<file path="config.mk">
export PLATFORM = sky130hd
export DESIGN_NAME = psled_driver
export DESIGN_NICKNAME = d
export VERILOG_FILES = /design/src/psled_pkg.sv /design/src/psled_driver.sv
export SDC_FILE = /design/constraint.sdc
export NUM_CORES = 1
export LEC_CHECK = 0
export BUFFER_PORTS_ARGS = -buffer_cell sky130_fd_sc_hd__buf_2
export CORE_ASPECT_RATIO = 1.2
export CORE_MARGIN = 4
export CORE_UTILIZATION = 45
export CTS_CLUSTER_DIAMETER = 120
export DETAILED_ROUTE_END_ITERATION = 8
export HOLD_SLACK_MARGIN = 0.03
export PLACE_DENSITY_LB_ADDON = 0.3
export SYNTH_ARGS = -nofsm -noshare
export SYNTH_HDL_FRONTEND = slang
export SYNTH_SLANG_ARGS = --single-unit
</file>
<file path="constraint.sdc">
create_clock -name mclk -period 3.1 [get_ports mclk]
set_input_delay 0.155 -clock mclk [delete_from_list [all_inputs] [get_ports mclk]]
set_output_delay 0.155 -clock mclk [all_outputs]
set_load 0.05 [all_outputs]
</file>
<file path="src/psled_pkg.sv">
// Package: constants and types for the status LED driver
package psled_pkg;
    localparam int unsigned CLK_HZ          = 40_000_000;
    localparam int unsigned NUM_LEDS        = 4;
    localparam int unsigned MODE_W          = 4;
    // Blink frequencies in centi-hertz: 2.5, 5, 10, 20 Hz
    localparam int unsigned BLINK_CHZ_0     = 250;
    localparam int unsigned BLINK_CHZ_1     = 500;
    localparam int unsigned BLINK_CHZ_2     = 1000;
    localparam int unsigned BLINK_CHZ_3     = 2000;
    // Half period of the slowest blink, in cycles
    localparam int unsigned BLINK_HALF_CYC  = CLK_HZ * 50 / BLINK_CHZ_0;
    // Pulse-stretch lengths in ms: 50, 100, 200, 400
    localparam int unsigned STRETCH_MS_0    = 50;
    localparam int unsigned STRETCH_BASE_CYC = CLK_HZ / 1000 * STRETCH_MS_0;
    // Pulsing: 5 kHz, 20% asserted
    localparam int unsigned PULSE_HZ        = 5000;
    localparam int unsigned PULSE_PCT       = 20;
    localparam int unsigned PULSE_CYC       = CLK_HZ / PULSE_HZ;
    localparam int unsigned PULSE_ON_CYC    = PULSE_CYC * PULSE_PCT / 100;
    localparam logic        METHOD_RESET    = 1'b0;
    localparam logic        LED_OFF         = 1'b1;
    localparam logic        LED_ON          = 1'b0;
    typedef enum logic [1:0] {
        PSLED_SPD_10,
        PSLED_SPD_100,
        PSLED_SPD_1000,
        PSLED_SPD_NONE
    } psled_speed_t;
endpackage

</file>
<file path="src/psled_driver.sv">
// Status LED driver: legacy and enhanced LED methods for a tri-speed transceiver
`timescale 1ns/1ps
// Behaviour
// - Method bit selects enhanced or legacy scheme
// - Enhanced scheme ignores legacy control inputs
// - Method bit resets to legacy scheme
// - LED pins are active low
// - Mode 0 link any speed, activity
// - Modes 1-3 qualify single speed
// - Modes 4-6 qualify speed pairs
// - Mode 8 full duplex, half-duplex collisions
// - Mode 9 shows collisions only
// - Mode 10 activity, optionally transmit only
// - Mode 12 shows auto-negotiation fault
// - Mode 14 off, mode 15 on
// - Per-pin mode from register or straps
// - Combine adds secondary indication to primary
// - Per-pin blink or stretch, 50% blink
// - Stretch holds on and off states
// - Blink rate 2.5, 5, 10, 20 Hz
// - Stretch length 50 to 400 ms
// - Pulsing modulates asserted pins 5 kHz, 20%
// - Activity counts transmit and receive frames, or transmit frames only when transmit-only is set
// - Four independent LED output pins
module psled_driver
    import psled_pkg::*;
#(
    parameter int unsigned BLINK_HALF  = BLINK_HALF_CYC,
    parameter int unsigned STRETCH_LEN = STRETCH_BASE_CYC,
    parameter int unsigned PULSE_PER   = PULSE_CYC,
    parameter int unsigned PULSE_ON    = PULSE_ON_CYC
) (
    input  wire logic                         mclk,
    input  wire logic                         resetn,
    input  wire logic                         method_wr,
    input  wire logic                         method_wdata,
    output logic                              method_sel,
    input  wire logic                         mode_from_strap,
    input  wire logic [NUM_LEDS*MODE_W-1:0]   mode_cfg,
    input  wire logic [NUM_LEDS*MODE_W-1:0]   config_strap_pins,
    input  wire logic [NUM_LEDS-1:0]          combine_en,
    input  wire logic [NUM_LEDS-1:0]          stretch_sel,
    input  wire logic [1:0]                   rate_sel,
    input  wire logic                         pulsing_en,
    input  wire logic                         tx_only_act,
    input  wire logic [NUM_LEDS-1:0]          legacy_led_n,
    input  wire logic                         link_up,
    input  wire logic [1:0]                   link_speed,
    input  wire logic                         full_duplex,
    input  wire logic                         tx_frame,
    input  wire logic                         rx_frame,
    input  wire logic                         collision,
    input  wire logic                         aneg_fault,
    output logic [NUM_LEDS-1:0]               led_n
);
    // ----------------------------------------------------------------
    // Method select
    // ----------------------------------------------------------------
    logic method_reg;
    always_ff @(posedge mclk) begin
        if (!resetn) begin
            method_reg <= METHOD_RESET;
        end else if (method_wr) begin
            method_reg <= method_wdata;
        end
    end
    assign method_sel = method_reg;

    // ----------------------------------------------------------------
    // Timebase dividers
    // ----------------------------------------------------------------
    // One stretch base unit of 50 ms; the fastest blink half period is an
    // eighth of the slowest, so both share divider structure.
    localparam int unsigned BH_W = $clog2(BLINK_HALF + 1);
    localparam int unsigned ST_W = $clog2(STRETCH_LEN * 8 + 1);
    localparam int unsigned PU_W = $clog2(PULSE_PER + 1);
    localparam logic [BH_W-1:0] BLINK_Q = BH_W'(BLINK_HALF / 8);
    localparam logic [ST_W-1:0] ST_UNIT = ST_W'(STRETCH_LEN);
    localparam logic [PU_W-1:0] PU_LAST = PU_W'(PULSE_PER - 1);
    localparam logic [PU_W-1:0] PU_ONC  = PU_W'(PULSE_ON);

    logic [BH_W-1:0] bdiv_reg;
    logic [3:0]      bphase_reg;
    logic [PU_W-1:0] pcnt_reg;
    wire             btick = (bdiv_reg == BLINK_Q - 1'b1);
    always_ff @(posedge mclk) begin
        if (!resetn) begin
            bdiv_reg   <= '0;
            bphase_reg <= '0;
            pcnt_reg   <= '0;
        end else begin
            bdiv_reg   <= btick ? '0 : bdiv_reg + 1'b1;
            bphase_reg <= btick ? bphase_reg + 1'b1 : bphase_reg;
            pcnt_reg   <= (pcnt_reg == PU_LAST) ? '0 : pcnt_reg + 1'b1;
        end
    end
    // Phase bit 3 toggles at 2.5 Hz, bit 0 at 20 Hz
    wire blink_wave = bphase_reg[2'd3 - rate_sel];
    wire pulse_on   = (pcnt_reg < PU_ONC);
    wire [ST_W-1:0] st_len = ST_UNIT << rate_sel;

    // ----------------------------------------------------------------
    // Status decode
    // ----------------------------------------------------------------
    wire act_any  = tx_only_act ? tx_frame : (tx_frame | rx_frame);
    wire lk10     = link_up && (link_speed == PSLED_SPD_10);
    wire lk100    = link_up && (link_speed == PSLED_SPD_100);
    wire lk1000   = link_up && (link_speed == PSLED_SPD_1000);
    wire half_col = link_up && !full_duplex && collision;

    // ----------------------------------------------------------------
    // Per-pin logic
    // ----------------------------------------------------------------
    logic [NUM_LEDS-1:0]      stretch_st;
    logic [NUM_LEDS-1:0]      led_reg;
    logic [NUM_LEDS-1:0]      led_next;

    genvar g;
    generate
        for (g = 0; g < NUM_LEDS; g++) begin : g_pin
            wire [MODE_W-1:0] mode = mode_from_strap ?
                config_strap_pins[g*MODE_W +: MODE_W] :
                mode_cfg[g*MODE_W +: MODE_W];
            logic prim;
            logic sec;
            logic fixed;
            logic fixval;
            always_comb begin
                prim   = 1'b0;
                sec    = 1'b0;
                fixed  = 1'b0;
                fixval = 1'b0;
                unique case (mode)
                    4'h0: begin
                        prim = link_up;
                        sec  = act_any;
                    end
                    4'h1: begin
                        prim = lk1000;
                        sec  = act_any;
                    end
                    4'h2: begin
                        prim = lk100;
                        sec  = act_any;
                    end
                    4'h3: begin
                        prim = lk10;
                        sec  = act_any;
                    end
                    4'h4: begin
                        prim = lk100 | lk1000;
                        sec  = act_any;
                    end
                    4'h5: begin
                        prim = lk10 | lk1000;
                        sec  = act_any;
                    end
                    4'h6: begin
                        prim = lk10 | lk100;
                        sec  = act_any;
                    end
                    4'h8: begin
                        prim = link_up & full_duplex;
                        sec  = half_col;
                    end
                    4'h9: begin
                        sec  = collision;
                    end
                    4'ha: begin
                        sec  = act_any;
                    end
                    4'hc: begin
                        fixed  = 1'b1;
                        fixval = aneg_fault;
                    end
                    4'he: begin
                        fixed  = 1'b1;
                        fixval = 1'b0;
                    end
                    4'hf: begin
                        fixed  = 1'b1;
                        fixval = 1'b1;
                    end
                    default: begin
                        fixed  = 1'b1;
                        fixval = 1'b0;
                    end
                endcase
            end
            // Modes 9 and 10 have only a secondary; combine is implied there
            wire sec_only = (mode == 4'h9) || (mode == 4'ha);
            // A stale stretched state must not light a pin whose link is gone
            wire sec_lnk  = (mode <= 4'h6) ? prim :
                            (mode == 4'h8) ? (link_up && !full_duplex) : 1'b1;
            wire sec_gate = sec_lnk && (combine_en[g] || sec_only);
            wire sec_vis  = sec && sec_gate;

            // Stretch: each state, once entered, holds for the full length
            logic            hold_reg;
            logic [ST_W-1:0] hold_cnt_reg;
            wire             st_busy = (hold_cnt_reg != '0);
            always_ff @(posedge mclk) begin
                if (!resetn) begin
                    hold_reg     <= 1'b0;
                    hold_cnt_reg <= '0;
                end else if (!st_busy && (sec_vis != hold_reg)) begin
                    hold_reg     <= sec_vis;
                    hold_cnt_reg <= st_len;
                end else if (st_busy) begin
                    hold_cnt_reg <= hold_cnt_reg - 1'b1;
                end
            end
            assign stretch_st[g] = hold_reg;
            // Over a lit link the stretched activity shows as a dark pulse
            wire st_show  = hold_reg && (!prim || sec_only);
            wire act_show = stretch_sel[g] ? st_show : blink_wave;
            wire sec_on   = stretch_sel[g] ? (hold_reg && sec_gate) : sec_vis;
            wire enh_on   = fixed ? fixval : (sec_on ? act_show : prim);
            wire base_on  = method_reg ? enh_on : !legacy_led_n[g];
            assign led_next[g] = !(base_on && (!pulsing_en || pulse_on));
        end
    endgenerate

    always_ff @(posedge mclk) begin
        if (!resetn) begin
            led_reg <= {NUM_LEDS{LED_OFF}};
        end else begin
            led_reg <= led_next;
        end
    end
    assign led_n = led_reg;

    // ----------------------------------------------------------------
    // Assertions
    // ----------------------------------------------------------------
    a_method_reset: assert property (@(posedge mclk)
        !resetn |=> !method_reg) else $error("method bit not cleared by reset");
    a_method_write: assert property (@(posedge mclk) disable iff (!resetn)
        method_wr |=> (method_reg == $past(method_wdata)))
        else $error("method bit did not take write");
    a_legacy_pass: assert property (@(posedge mclk) disable iff (!resetn)
        !method_reg && !pulsing_en |=> led_n == $past(legacy_led_n))
        else $error("legacy path not followed");
    a_force_off: assert property (@(posedge mclk) disable iff (!resetn)
        method_reg && !mode_from_strap && mode_cfg[3:0] == 4'he |=> led_n[0])
        else $error("forced off pin asserted");
    a_force_on: assert property (@(posedge mclk) disable iff (!resetn)
        method_reg && !mode_from_strap && mode_cfg[3:0] == 4'hf && !pulsing_en
        |=> !led_n[0]) else $error("forced on pin not asserted");
    a_reserved_off: assert property (@(posedge mclk) disable iff (!resetn)
        method_reg && !mode_from_strap && mode_cfg[3:0] == 4'h7 |=> led_n[0])
        else $error("reserved mode pin asserted");
    a_pulse_duty: assert property (@(posedge mclk) disable iff (!resetn)
        pulsing_en && !pulse_on |=> &led_n) else $error("pulse off phase drives led");
    a_no_link: assert property (@(posedge mclk) disable iff (!resetn)
        method_reg && !mode_from_strap && mode_cfg[3:0] == 4'h0 && !link_up |=> led_n[0])
        else $error("mode 0 lit without link");
    a_aneg_led: assert property (@(posedge mclk) disable iff (!resetn)
        method_reg && !mode_from_strap && mode_cfg[3:0] == 4'hc && !pulsing_en
        |=> led_n[0] == !$past(aneg_fault)) else $error("fault led wrong");
    a_reset_off: assert property (@(posedge mclk)
        !resetn |=> &led_n) else $error("led asserted after reset");

    // Pin 0 stands for all pins; the others share the same generate body
    a_method_hold: assert property (@(posedge mclk) disable iff (!resetn)
        !method_wr |=> $stable(method_reg))
        else $error("method bit moved without write");
    a_strap_select: assert property (@(posedge mclk) disable iff (!resetn)
        method_reg && mode_from_strap && config_strap_pins[3:0] == 4'he |=> led_n[0])
        else $error("strap off mode ignored");
    a_strap_on: assert property (@(posedge mclk) disable iff (!resetn)
        method_reg && mode_from_strap && config_strap_pins[3:0] == 4'hf && !pulsing_en
        |=> !led_n[0]) else $error("strap on mode ignored");
    a_mode8_full: assert property (@(posedge mclk) disable iff (!resetn)
        method_reg && !mode_from_strap && mode_cfg[3:0] == 4'h8 && link_up && full_duplex
        && !pulsing_en |=> !led_n[0]) else $error("full duplex not shown");
    a_mode8_half: assert property (@(posedge mclk) disable iff (!resetn)
        method_reg && !mode_from_strap && mode_cfg[3:0] == 4'h8 && (!link_up ||
        (!full_duplex && !collision && !stretch_sel[0])) |=> led_n[0])
        else $error("half duplex or no link lit");
    a_mode9_quiet: assert property (@(posedge mclk) disable iff (!resetn)
        method_reg && !mode_from_strap && mode_cfg[3:0] == 4'h9 && !collision
        && !stretch_sel[0] |=> led_n[0]) else $error("collision led lit when quiet");
    a_mode10_tx: assert property (@(posedge mclk) disable iff (!resetn)
        method_reg && !mode_from_strap && mode_cfg[3:0] == 4'ha && tx_only_act
        && !tx_frame && !stretch_sel[0] |=> led_n[0]) else $error("receive shown in tx mode");
    a_combine_off: assert property (@(posedge mclk) disable iff (!resetn)
        method_reg && !mode_from_strap && mode_cfg[3:0] == 4'h0 && !combine_en[0]
        && link_up && !pulsing_en |=> !led_n[0]) else $error("activity shown uncombined");
    a_mode1_off: assert property (@(posedge mclk) disable iff (!resetn)
        method_reg && !mode_from_strap && mode_cfg[3:0] == 4'h1
        && !(link_up && link_speed == 2'd2) |=> led_n[0]) else $error("mode 1 wrong speed lit");
    a_mode1_lit: assert property (@(posedge mclk) disable iff (!resetn)
        method_reg && !mode_from_strap && mode_cfg[3:0] == 4'h1 && link_up && link_speed == 2'd2
        && !combine_en[0] && !pulsing_en |=> !led_n[0]) else $error("mode 1 link dark");
    a_mode2_off: assert property (@(posedge mclk) disable iff (!resetn)
        method_reg && !mode_from_strap && mode_cfg[3:0] == 4'h2
        && link_speed != 2'd1 |=> led_n[0]) else $error("mode 2 wrong speed lit");
    a_mode3_off: assert property (@(posedge mclk) disable iff (!resetn)
        method_reg && !mode_from_strap && mode_cfg[3:0] == 4'h3
        && link_speed != 2'd0 |=> led_n[0]) else $error("mode 3 wrong speed lit");
    a_mode3_lit: assert property (@(posedge mclk) disable iff (!resetn)
        method_reg && !mode_from_strap && mode_cfg[3:0] == 4'h3 && link_up && link_speed == 2'd0
        && !combine_en[0] && !pulsing_en |=> !led_n[0]) else $error("mode 3 link dark");
    a_mode4_off: assert property (@(posedge mclk) disable iff (!resetn)
        method_reg && !mode_from_strap && mode_cfg[3:0] == 4'h4
        && link_speed == 2'd0 |=> led_n[0]) else $error("mode 4 lit at 10");
    a_mode5_off: assert property (@(posedge mclk) disable iff (!resetn)
        method_reg && !mode_from_strap && mode_cfg[3:0] == 4'h5
        && link_speed == 2'd1 |=> led_n[0]) else $error("mode 5 lit at 100");
    a_mode6_off: assert property (@(posedge mclk) disable iff (!resetn)
        method_reg && !mode_from_strap && mode_cfg[3:0] == 4'h6
        && link_speed == 2'd2 |=> led_n[0]) else $error("mode 6 lit at 1000");
    a_mode6_lit: assert property (@(posedge mclk) disable iff (!resetn)
        method_reg && !mode_from_strap && mode_cfg[3:0] == 4'h6 && link_up && link_speed == 2'd0
        && !combine_en[0] && !pulsing_en |=> !led_n[0]) else $error("mode 6 link dark");
    a_reserved_b: assert property (@(posedge mclk) disable iff (!resetn)
        method_reg && !mode_from_strap && mode_cfg[3:0] == 4'hb |=> led_n[0])
        else $error("reserved mode 11 lit");
    a_reserved_d: assert property (@(posedge mclk) disable iff (!resetn)
        method_reg && !mode_from_strap && mode_cfg[3:0] == 4'hd |=> led_n[0])
        else $error("reserved mode 13 lit");
    a_pulse_on: assert property (@(posedge mclk) disable iff (!resetn)
        method_reg && !mode_from_strap && mode_cfg[3:0] == 4'hf && pulsing_en && pulse_on
        |=> !led_n[0]) else $error("pulse on phase dark");
    a_tx_counts: assert property (@(posedge mclk) disable iff (!resetn)
        method_reg && !mode_from_strap && mode_cfg[3:0] == 4'ha && !stretch_sel[0] && tx_frame
        && blink_wave && !pulsing_en |=> !led_n[0]) else $error("transmit not shown");
    a_rx_counts: assert property (@(posedge mclk) disable iff (!resetn)
        method_reg && !mode_from_strap && mode_cfg[3:0] == 4'ha && !stretch_sel[0] && rx_frame
        && !tx_only_act && blink_wave && !pulsing_en |=> !led_n[0]) else $error("receive lost");
    // Stretch checks assume a stretch unit of at least eight cycles
    a_stretch_on: assert property (@(posedge mclk) disable iff (!resetn)
        $rose(stretch_st[0]) |=> stretch_st[0] [*8])
        else $error("stretched on state cut short");
    a_stretch_off: assert property (@(posedge mclk) disable iff (!resetn)
        $fell(stretch_st[0]) |=> !stretch_st[0] [*8])
        else $error("stretched off state cut short");

    // ----------------------------------------------------------------
    // Cover points
    // ----------------------------------------------------------------
    c_enhanced: cover property (@(posedge mclk) method_wr && method_wdata);
    c_stretch:  cover property (@(posedge mclk) stretch_st[0] && stretch_sel[0]);
    c_collide:  cover property (@(posedge mclk) method_reg && collision && !led_n[0]);
    c_blink:    cover property (@(posedge mclk) $rose(blink_wave));
    c_pulsing:  cover property (@(posedge mclk) pulsing_en && !led_n[0]);
endmodule

</file>
After elaboration in Yosys (flattened, before gate mapping). Index checks and enable logic that the tools add are counted.

Reductions and logical operators: 83. Shift-type cells: 1. Order comparisons: 6. Multiplexer cells: 55. Equal/unequal tests: 52. Bitwise gates (word level): 6. Add/sub/neg operators: 8.

Operators with widths (count): 24-bit 2-to-1 mux (8); 24-bit nonzero test (4); 24-bit by 1-bit subtractor with 24-bit output (second input constant) (4); 4-bit == test (second input constant) (20); 4-bit by 3-bit == test with 1-bit output (second input constant) (12); 10-bit OR reduction (4); 4-bit by 2-bit == test with 1-bit output (second input constant) (8); 1-bit one-hot mux with 8 select lines (4); 8-bit OR reduction (4); 1-bit 2-to-1 mux (30); 1-bit logical AND (29); 21-bit by 2-bit << shifter with 24-bit output (first input constant) (1); 23-bit by 1-bit adder with 23-bit output (second input constant) (1); 23-bit by 20-bit == test with 1-bit output (second input constant) (1); 1-bit zero test (18); 4-bit by 1-bit == test with 1-bit output (second input constant) (4); 4-bit by 3-bit <= comparator with 1-bit output (second input constant) (4); 4-bit zero test (4); 4-bit 2-to-1 mux (4); 13-bit by 1-bit adder with 13-bit output (second input constant) (1); 13-bit == test (second input constant) (1); 1-bit logical OR (13); 13-bit by 11-bit < comparator with 1-bit output (second input constant) (1); 1-bit one-hot mux with 3 select lines (4); 14 further kinds (27).

Bits in registers: 145. Input bits: 61.

Longest topological paths before layout. Gate-level depths: netlist of the first run.

Depth in word-level cells: 13. Mapped depth: 12. Mapped depth without buffers: 10.

Worst setup path after synthesis of the first run. Ideal clock, no wire load.

Kind: in2reg. From: in mode_from_strap. To: reg g_pin[1].hold_cnt_reg[3]. Cell stages on the path: 9. Library setup time: 70 ps. Required time: 3030 ps. Data arrival time: 2913 ps. Setup slack: 117 ps. Path through: buf_6 mux2_2 or3_1 a2111oi_2 nor4b_4 nor3_4 mux2_2 or4b_1 a21oi_1.

Longest elaborated chain between the ends: 9. Elaborated cells between the ends (all ways): 25.

Ends and longest elaborated chain: start: declaration (line psled_driver.sv:38) `input wire logic mode_from_strap,`; 4-bit 2-to-1 mux * (line psled_driver.sv:121) `wire [MODE_W-1:0] mode = mode_from_strap ?`; 4-bit == test (tied with other cells) (line psled_driver.sv:133, psled_driver.sv:194); 1-bit one-hot mux with 8 select lines (tied with other cells) (line psled_driver.sv:133) `unique case (mode)`; 1-bit 2-to-1 mux or 1-bit logical OR (tied branches) (line psled_driver.sv:193, psled_driver.sv:195); 1-bit logical AND (line psled_driver.sv:195) `wire sec_gate = sec_lnk && (combine_en[g] || sec_only);`; 1-bit logical AND * (line psled_driver.sv:196) `wire sec_vis = sec && sec_gate;`; 1-bit != test * (line psled_driver.sv:206) `end else if (!st_busy && (sec_vis != hold_reg)) begin`; 1-bit logical AND * (line psled_driver.sv:206); 24-bit 2-to-1 mux or 2-bit nonzero test (tied branches); end signal: assignment (line psled_driver.sv:208) `hold_cnt_reg <= st_len;`; end signal: assignment (line psled_driver.sv:210) `hold_cnt_reg <= hold_cnt_reg - 1'b1;`; end: declaration (line psled_driver.sv:200) `logic [ST_W-1:0] hold_cnt_reg;`.

Mark *: on every way between the ends. The rest lies on a longest branch, timed or not. A chain may end at the register's enable or synchronous reset.

Final worst setup path of the first run.
From: reg g_pin[2].hold_cnt_reg[8]. To: reg g_pin[2].hold_cnt_reg[21].

Longest elaborated chain between the ends: 4. Elaborated cells between the ends (all ways): 7.

Ends and longest elaborated chain (line): start: declaration (psled_driver.sv:200); start signal: assignment (psled_driver.sv:208); start signal: assignment (psled_driver.sv:210); branches (longest 4 deep; another with 24-bit by 1-bit subtractor with 24-bit output).

Several ways; the timed one is not identified. The select of a mux whose other input is x is not followed.

==> results of run 1 <==
[cell families after synthesis]
| logic type | after synthesis | share of synthesized area |
|---|---|---|
| AOI/OAI and AO/OA | 217 | 0.173 |
| xor gates and xnor gates | 92 | 0.0952 |
| adders and majority gates | 14 | 0.0203 |
| buffers and inverters | 67 | 0.0327 |
| DFF | 145 | 0.337 |
| muxes | 48 | 0.0618 |
| and+or+nand+nor | 477 | 0.280 |
[stage by stage]
| stage | hold WS (ps) | worst slack, ps | util |
|---|---|---|---|
| after global routing | 89.9 | 106 | 0.533 |
| final | 89.7 | 294 | 0.533 |
| after floorplan | 286 | 117 | - |
| after detailed placement | 384 | 66.2 | 0.497 |
| after global placement | 377 | 113 | 0.497 |
| after CTS | 69.5 | 223 | 0.533 |
[power by group]
part	internal [W]	switching (W)
clock	0.00129	0.000885
combinational	0.00174	0.00212
sequential	0.00238	0.000509
[layout make-up]
| class | instances | area share |
|---|---|---|
| Clock buffer | 17 | 0.0423 |
| Clock inverter | 15 | 0.0195 |
| Inverter | 30 | 0.0112 |
| Multi-Input combinational cell | 848 | 0.541 |
| Sequential cell | 145 | 0.289 |
| Tap cell | 256 | 0.0319 |
| Timing Repair Buffer | 105 | 0.0650 |
[critical path, delay by kind of cell, from the launching register on]
family	cells	cell delay, ps
buffers and inverters	2	350
flip-flops	1	350
AND/OR/NAND/NOR	6	1520
multiplexers	1	390
AO/OA/AOI/OAI	1	130
[cell usage after synthesis (all sizes together), types with 14 or more instances]
cell type,number
a211oi,16
a21oi,72
clkbuf,26
dfxtp,145
ha,14
inv,30
mux2,20
mux2i,27
nand2,97
nand2b,20
nand3,36
nor2,141
nor3,52
nor4,21
o21ai,36
or3,25
or4,15
xnor2,46
xor2,46
[how the worst min path moves through the flow]
| stage | from | to | slack [ps] | depth (start not counted) |
|---|---|---|---|---|
| final | legacy_led_n[3] | led_n[3]$_SDFF_PN1_ | 90 | 3 |
| after global routing | rate_sel[1] | g_pin[1].hold_cnt_reg[22]$_SDFFE_PN0P_ | 90 | 3 |
| after CTS | legacy_led_n[3] | led_n[3]$_SDFF_PN1_ | 70 | 3 |
| after detailed placement | legacy_led_n[0] | led_n[0]$_SDFF_PN1_ | 380 | 3 |
| after global placement | legacy_led_n[0] | led_n[0]$_SDFF_PN1_ | 380 | 3 |
| after floorplan | legacy_led_n[0] | led_n[0]$_SDFF_PN1_ | 290 | 2 |
[routing by layer]
layer  GRT usage  vias up  wire (um)  share of wire
met5           0        -          0              0
met4      0.0741        0        403          0.019
met3      0.0406       34       1200          0.055
met2       0.342      217      10300           0.47
met1       0.249     3728       9790           0.45
li1            -     4019          -              -
[cell usage in the layout (no fill, tap or decap), types with 7 or more instances in the layout]
| master | n |
|---|---|
| nor2b_1 | 7 |
| o211ai_1 | 9 |
| a21oi_1 | 70 |
| xnor2_1 | 44 |
| or4_1 | 14 |
| mux2_2 | 17 |
| o22ai_1 | 10 |
| o21ai_0 | 35 |
| buf_2 | 65 |
| nand4_1 | 11 |
| inv_1 | 29 |
| nor2_1 | 141 |
| nor4_1 | 19 |
| or3_1 | 25 |
| nand2_1 | 97 |
| o31ai_1 | 11 |
| buf_4 | 33 |
| and3_1 | 12 |
| ha_1 | 14 |
| dfxtp_1 | 145 |
| xor2_1 | 46 |
| a211oi_1 | 15 |
| clkbuf_16 | 17 |
| mux2i_1 | 26 |
| nor3_1 | 50 |
| nand2b_1 | 20 |
| nand3_1 | 36 |
[timing repair]
item                                    4_1_cts  5_1_grt
endpoints found under the setup margin        0        3
resized for setup                             0        1
hold endpoints to repair                      5        0
hold buffers                                  6        0
==> run_results.csv, run 1 <==
group,metric,value,unit
cells_and_area,regArea,2900,um2
setup_path,worst-path-max-fanout,10,
synthesis,ys_top_cells_by_area,"dfxtp_1, nor2_1, xor2_1, xnor2_1, nand2_1",
setup_path,start_kind,"register",
timing,slew_headroom,0.633,
synthesis,synth_edf_count,0,
drt,drtIter0Drc,443,
grt,grt_pass1_vias,7663,
cells_and_area,fin_cells,1416,
cells_and_area,fillCellCount,1802,
floorplan,die_y,160,um
timing,finalCritPeriodShare,0.905,
synthesis,synthCells,1060,
drt,detail-route-antenna-nets,0,
grt,grt_max_degree,44,
floorplan,die-area,21400,um2
cts,cts_made_buffers,17,
floorplan,core_area,18900,um2
outcome,status,"complete, no violations",
drt,viasPerCell,5.65,
synthesis,netlist_area,8620,um2
pwr,irDropWorstVdd,0.000438,V
cells_and_area,area_growth,16.6,%
place,dpl_cell_area,9360,um2
cts,clk_pin_slew,60,ps
synthesis,synth-seq-cells,145,
floorplan,start_util,0.457,
setup_path,critPathMaxStageDelay,510,ps
flow_run,cap_violations,0,
setup_path,crit_start,"g_pin[2].hold_cnt_reg[8]$_SDFFE_PN0P_",
setup_path,setup.worst_path.end_class,"register",
setup_path,slowest_stage,"nor4_1",
cts,htreeDepth,4,
cts,cts_root_buf,"clkbuf_16",
synthesis,postSynthAreaPerCell,8.13,um2
setup_path,path_class,"reg2reg",
drt,vias,7998,
timing,fin_crit,2810,ps
synthesis,synth_ff_type,"dfxtp_1",
synthesis,ys_seq_area_frac,0.337,
setup_path,worstReg2RegStart,"g_pin[2].hold_cnt_reg[8]$_SDFFE_PN0P_",
timing,tns,0,ps
cells_and_area,largest_register_ffs,96,
cts,cts_tree,"yes",
setup_path,crit_end,"g_pin[2].hold_cnt_reg[21]$_SDFFE_PN0P_",
drt,drc,0,
cts,clock_sinks,145,
pwr,powerDensity,887,nW/um2
timing,tightest_slew,544,ps
synthesis,yosys_warnings,0,
grt,grt_usage,0.200,
setup_path,cp_cell_sequence,"nor4_1 > nor4bb_1 > buf_4 > nand2_1 > nor4_2 > buf_4 > nand2_1 > mux2_2 > or2_1 > a21oi_1",
timing,hold_viol_final,0,
timing,rsz0062_at_grt,"no",
floorplan,chipWidth,134,um
place,dpl.hpwl,15500,um
drt,wl_per_cell,15.3,um
cells_and_area,n_antenna_cell,0,
place,gp_congestion,0.903,
grt,grt_overflow,0,
cts,cts_setup_buffers,0,
drt,dr.pass1.iters,5,
cells_and_area,nets,1222,
grt,grt_pass1_wl,36100,um
grt,antenna_found_initial,0,
synthesis,yosys.area.top_type,"dfxtp_1",
setup_path,cp_data_arrival_time,3160,ps
place,dp.cells,1378,
cells_and_area,multiInputGateArea,5440,um2
timing,finalSetupViolCount,0,
setup_path,required,3450,ps
synthesis,synth_cell_type_count,90,
place,numPortBuffers,65,
setup_path,rr_worst_depth,10,
cells_and_area,design_area,10100,um2
floorplan,io_pins,66,
timing,finalClockSkew,10.7,ps
synthesis,syn_nets,1135,
cells_and_area,drive_gt1_frac,0.159,
synthesis,yosysTopAreaCellShare,0.337,
timing,drv_slew,0,
synthesis,ys_async_sr_fraction,0,
drt,routed_wirelength,21700,um
setup_path,rrSetupSlack,290,ps
timing,max_freq,0.356,GHz
floorplan,placementRows,55,
pwr,leakage,3.95,nW
cts,worstSkewPairLatency,430,ps
worst_hold_path,hold_class,"in2reg",
pwr,p_total,0.00892,W
cts,max-clock-path-buffers,2,
setup_path,r2r_end,"g_pin[2].hold_cnt_reg[21]$_SDFFE_PN0P_",
No activity file was read; power rests on OpenSTA's default activity.
==> run 2: changes to the inputs <==
REMOVE_ABC_BUFFERS = 1   (was unset)
==> run 2 against run 1 <==
Via count grew 0.25%. Highest routed layer unchanged. Critical path depth shrank 1. Clock-buffer cell count is the same. Fmax shrank 0.90%. Worst hold slack lost 7.1 ps. Sequential cell count is the same. Global-route usage is essentially flat. Sequential power is essentially flat.
==> run_results.csv, run 2 (synthesized netlist as in run 1, its figures left out) <==
group,metric,value,unit
drt,viasPerCell,5.67,
cts,htreeDepth,4,
cells_and_area,final_cell_mix,"dfxtp_1, nor2_1, nand2_1, a21oi_1, buf_2",
pwr,leakage,3.90,nW
drt,dr.pass1.iters,5,
timing,tns,0,ps
grt,grt_pass1_wl,36200,um
setup_path,required,3410,ps
cells_and_area,nets,1221,
setup_path,path_class,"reg2reg",
setup_path,crit_start,"g_pin[1].hold_cnt_reg[10]$_SDFFE_PN0P_",
floorplan,core_area,18900,um2
pwr,irDropWorstVdd,0.000423,V
grt,grt_max_degree,60,
timing,hold_viol_final,0,
floorplan,chipWidth,134,um
drt,vias,8018,
cts,clk_pin_slew,70,ps
place,dpl_cell_area,9350,um2
outcome,status,"complete, no violations",
drt,wl_per_cell,15.1,um
timing,tightest_slew,708,ps
cells_and_area,largest_register_ffs,96,
worst_hold_path,hold_class,"in2reg",
timing,finalCritPeriodShare,0.913,
cts,max-clock-path-buffers,2,
worst_hold_path,min_from,"pulsing_en",
floorplan,start_util,0.457,
timing,finalClockSkew,8.08,ps
grt,grt_usage,0.201,
timing,max_freq,0.353,GHz
cells_and_area,design_area,9980,um2
floorplan,placementRows,55,
cells_and_area,area_growth,15.7,%
grt,grt_pass1_vias,7635,
timing,drv_slew,0,
drt,routed_wirelength,21400,um
drt,drtIter0Drc,494,
pwr,powerDensity,862,nW/um2
setup_path,start_kind,"register",
floorplan,die_y,160,um
grt,grt_overflow,0,
cells_and_area,n_antenna_cell,0,
cells_and_area,drive_gt1_frac,0.157,
timing,fin_crit,2830,ps
place,numPortBuffers,65,
setup_path,rrSetupSlack,270,ps
timing,slew_headroom,0.528,
floorplan,io_pins,66,
cts,worstSkewPairLatency,430,ps
setup_path,cp_data_arrival_time,3140,ps
floorplan,die-area,21400,um2
timing,rsz0062_at_grt,"no",
cts,cts_root_buf,"clkbuf_16",
timing,finalSetupViolCount,0,
grt,antenna_found_initial,0,
cts,cts_made_buffers,17,
setup_path,worst-path-max-fanout,6,
place,gp_congestion,0.905,
cts,cts_tree,"yes",
cts,clock_sinks,145,
drt,detail-route-antenna-nets,0,
place,dpl.hpwl,15300,um
setup_path,setup.worst_path.end_class,"register",
drt,drc,0,
setup_path,worstReg2RegStart,"g_pin[1].hold_cnt_reg[10]$_SDFFE_PN0P_",
cells_and_area,layout_commonest_cell,"dfxtp_1",
cts,cts_setup_buffers,0,
timing,fin_hold_ws,82.6,ps
flow_run,cap_violations,0,
==> run 2: worst paths after layout <==
| kind | to | cells after the start |
|---|---|---|
| min reg2reg | pcnt_reg[0]$_SDFF_PP0_ | 1 |
| min | led_n[0]$_SDFF_PN1_ | 3 |
| max reg2reg | g_pin[1].hold_cnt_reg[8]$_SDFFE_PN0P_ | 9 |
| max | g_pin[1].hold_cnt_reg[8]$_SDFFE_PN0P_ | 9 |
==> run 2: repair_timing <==
action                                  4_1_cts  5_1_grt
hold endpoints to repair                      5        0
endpoints found under the setup margin        0       17
resized for setup                             0        1
hold buffers                                  7        0
==> run 2: layout make-up <==
cell class,count,area [um2]
Inverter,30,113
Tap cell,256,320
Multi-Input combinational cell,848,5440
Fill cell,1849,8880
Sequential cell,145,2900
Clock buffer,17,425
Timing Repair Buffer,104,648
Clock inverter,15,125
==> run 2: power by group <==
group / switching [W] / total (W) / internal, W
sequential: 0.000504 / 0.00288 / 0.00238
clock: 0.000889 / 0.00193 / 0.00104
combinational: 0.00207 / 0.00378 / 0.00171
==> run 2: metrics by stage <==
step | power [W] | setup WS [ps] | std cells | util
after floorplan | 0.00568 | 255 | 1023 | -
after global placement | 0.00656 | 105 | 1376 | 0.496
after detailed placement | 0.00662 | 89.0 | 1376 | 0.496
after CTS | 0.00863 | 155 | 1415 | 0.529
after global routing | 0.00929 | 48.5 | 1415 | 0.529
final | 0.00860 | 268 | 1415 | 0.529
==> run 2: per-layer routing <==
layer	GRT usage	share of wire
met1	0.250	0.44
met2	0.346	0.48
met3	0.0416	0.056
met4	0.0662	0.023
met5	0	0
==> run 2: critical path: stages, from the launching register on <==
cell and delay [ps]:
dfxtp_1 350, or4_1 610, nand2b_1 240, nor4b_1 370
nand2_1 190, nor2_1 280, mux2i_1 120, buf_4 170
o211ai_1 290, nor2_1 80
==> run 3: changes to the inputs <==
BUFFER_PORTS_ARGS = unset   (was -buffer_cell sky130_fd_sc_hd__buf_2)
DONT_BUFFER_PORTS = 1   (was unset)
==> run 3 against run 2 <==
Combinational power is 4% lower. Die area stayed put. Final area is 3.1% lower. Power is 0.25% higher. Worst setup slack worse by 30 ps. Clock power is 9% higher. Clock-buffer cell count is 2 higher. Utilization is 1.6 points lower. Non-clock buffer count is 70 lower. Wire length is 2.1% lower. First-iteration DRC count is 14% lower.
==> run_results.csv, run 3 (synthesized netlist as in run 1, its figures left out) <==
group,metric,value,unit
outcome,status,"complete, no violations",
drt,viasPerCell,5.70,
cells_and_area,fin_cells,1344,
floorplan,die-area,21400,um2
grt,antenna_found_initial,0,
drt,dr.pass1.iters,5,
floorplan,chipWidth,134,um
cells_and_area,regArea,2900,um2
setup_path,worst-path-max-fanout,12,
setup_path,r2r_end,"g_pin[3].hold_cnt_reg[5]$_SDFFE_PN0P_",
cells_and_area,design_area,9670,um2
timing,rsz0062_at_grt,"no",
setup_path,critPathMostFrequentCell,"or3_1",
cts,clock_sinks,145,
grt,grt_max_degree,60,
setup_path,crit_cells,8,
setup_path,path_class,"reg2reg",
pwr,leakage,3.64,nW
timing,finalSetupViolCount,0,
cts,htreeDepth,4,
place,pre_cts_slack,252,ps
timing,hold_viol_final,0,
cts,cts_root_buf,"clkbuf_16",
setup_path,cp_data_arrival_time,3160,ps
place,dpl.hpwl,14800,um
timing,tns,0,ps
setup_path,crit_start,"g_pin[3].hold_cnt_reg[9]$_SDFFE_PN0P_",
drt,wl_per_cell,15.6,um
timing,fin_crit,2860,ps
cts,max-clock-path-buffers,2,
flow_run,cap_violations,0,
floorplan,start_util,0.457,
pwr,powerDensity,891,nW/um2
cells_and_area,drive_gt1_frac,0.0956,
setup_path,slowest_stage,"or4_1",
setup_path,worstReg2RegStart,"g_pin[3].hold_cnt_reg[9]$_SDFFE_PN0P_",
floorplan,io_pins,66,
pwr,irDropWorstVdd,0.000456,V
floorplan,placementRows,55,
cells_and_area,layout_commonest_cell,"dfxtp_1",
timing,setup_ws,239,ps
timing,finalClockSkew,6.14,ps
cells_and_area,final_cell_mix,"dfxtp_1, nor2_1, nand2_1, a21oi_1, nor3_1",
setup_path,rr_worst_depth,8,
setup_path,required,3400,ps
grt,grt_pass1_vias,7356,
place,numPortBuffers,0,
cts,worstSkewPairLatency,430,ps
cts,cts_setup_buffers,0,
cts,clk_pin_slew,60,ps
drt,detail-route-antenna-nets,0,
place,dpl_cell_area,8930,um2
setup_path,critPathMaxStageDelay,470,ps
drt,vias,7664,
setup_path,crit_end,"g_pin[3].hold_cnt_reg[5]$_SDFFE_PN0P_",
cells_and_area,multiInputGateArea,5440,um2
timing,drv_slew,0,
place,dp.cells,1300,
cells_and_area,largest_register_ffs,96,
timing,tightest_slew,1180,ps
cells_and_area,nets,1151,
cells_and_area,fillCellCount,1819,
drt,drc,0,
worst_hold_path,hold_class,"in2reg",
place,gp_congestion,0.880,
grt,grt_pass1_wl,35300,um
setup_path,cp_cell_sequence,"or3_1 > or2_2 > or4_1 > nand2b_1 > or3_1 > nand2_1 > or3_1 > o21ai_0",
timing,max_freq,0.349,GHz
floorplan,core_area,18900,um2
setup_path,start_kind,"register",
drt,drtIter0Drc,425,
setup_path,cp.buffers_inverters,0,
drt,routed_wirelength,20900,um
grt,grt_usage,0.197,
pwr,p_total,0.00862,W
cells_and_area,n_antenna_cell,0,
grt,grt_overflow,0,
setup_path,rrSetupSlack,240,ps
timing,slew_headroom,0.212,
cts,cts_tree,"yes",
timing,finalCritPeriodShare,0.923,
cells_and_area,area_growth,12.1,%
cts,cts_made_buffers,17,
setup_path,setup.worst_path.end_class,"register",
floorplan,die_y,160,um
setup_path,crit_family,"simple AND/OR/NAND/NOR gates",
-- run 3: through the flow --
stage / util / hold WS (ps)
floorplan: - / 273
finish: 0.513 / 53.0
CTS: 0.512 / 30.9
detailed placement: 0.474 / 292
global route: 0.513 / 66.8
global placement: 0.474 / 286
-- run 3: where the power goes --
group / switching (W) / internal (W) / total (W)
Sequential: 0.000513 / 0.00238 / 0.00289
Combinational: 0.00197 / 0.00165 / 0.00362
Clock: 0.000817 / 0.00129 / 0.00210
-- run 3: how the worst min path moves through the flow --
stage | from | end | slack, ps | cells past startpoint
2_1_floorplan | resetn | g_pin[2].hold_cnt_reg[19]$_SDFFE_PN0P_ | 270 | 1
3_3_place_gp | resetn | g_pin[2].hold_cnt_reg[19]$_SDFFE_PN0P_ | 290 | 1
3_5_place_dp | resetn | g_pin[2].hold_cnt_reg[10]$_SDFFE_PN0P_ | 290 | 1
4_1_cts | resetn | g_pin[3].hold_cnt_reg[13]$_SDFFE_PN0P_ | 30 | 2
5_1_grt | resetn | g_pin[3].hold_cnt_reg[21]$_SDFFE_PN0P_ | 70 | 2
6_report | resetn | g_pin[3].hold_cnt_reg[13]$_SDFFE_PN0P_ | 50 | 2
-- run 3: per-layer routing --
layer / wire [um] / GRT usage / vias to the layer above
li1: - / - / 3872
met1: 9110 / 0.248 / 3545
met2: 10000 / 0.333 / 207
met3: 1380 / 0.0457 / 40
met4: 438 / 0.0625 / 0
met5: 0 / 0 / -
-- run 3: timing repair --
item                                   in CTS  in global routing
gates resized for setup                     0                  1
hold buffers                               13                  0
setup endpoints to repair                   0                  4
endpoints found under the hold margin      47                  0
-- run 3: area by class of cell --
type,instances,area share
Sequential cell,145,0.300
Clock inverter,12,0.0163
Timing Repair Buffer,34,0.0298
Clock buffer,19,0.0458
Multi-Input combinational cell,848,0.563
Tap cell,256,0.0331
Inverter,30,0.0117
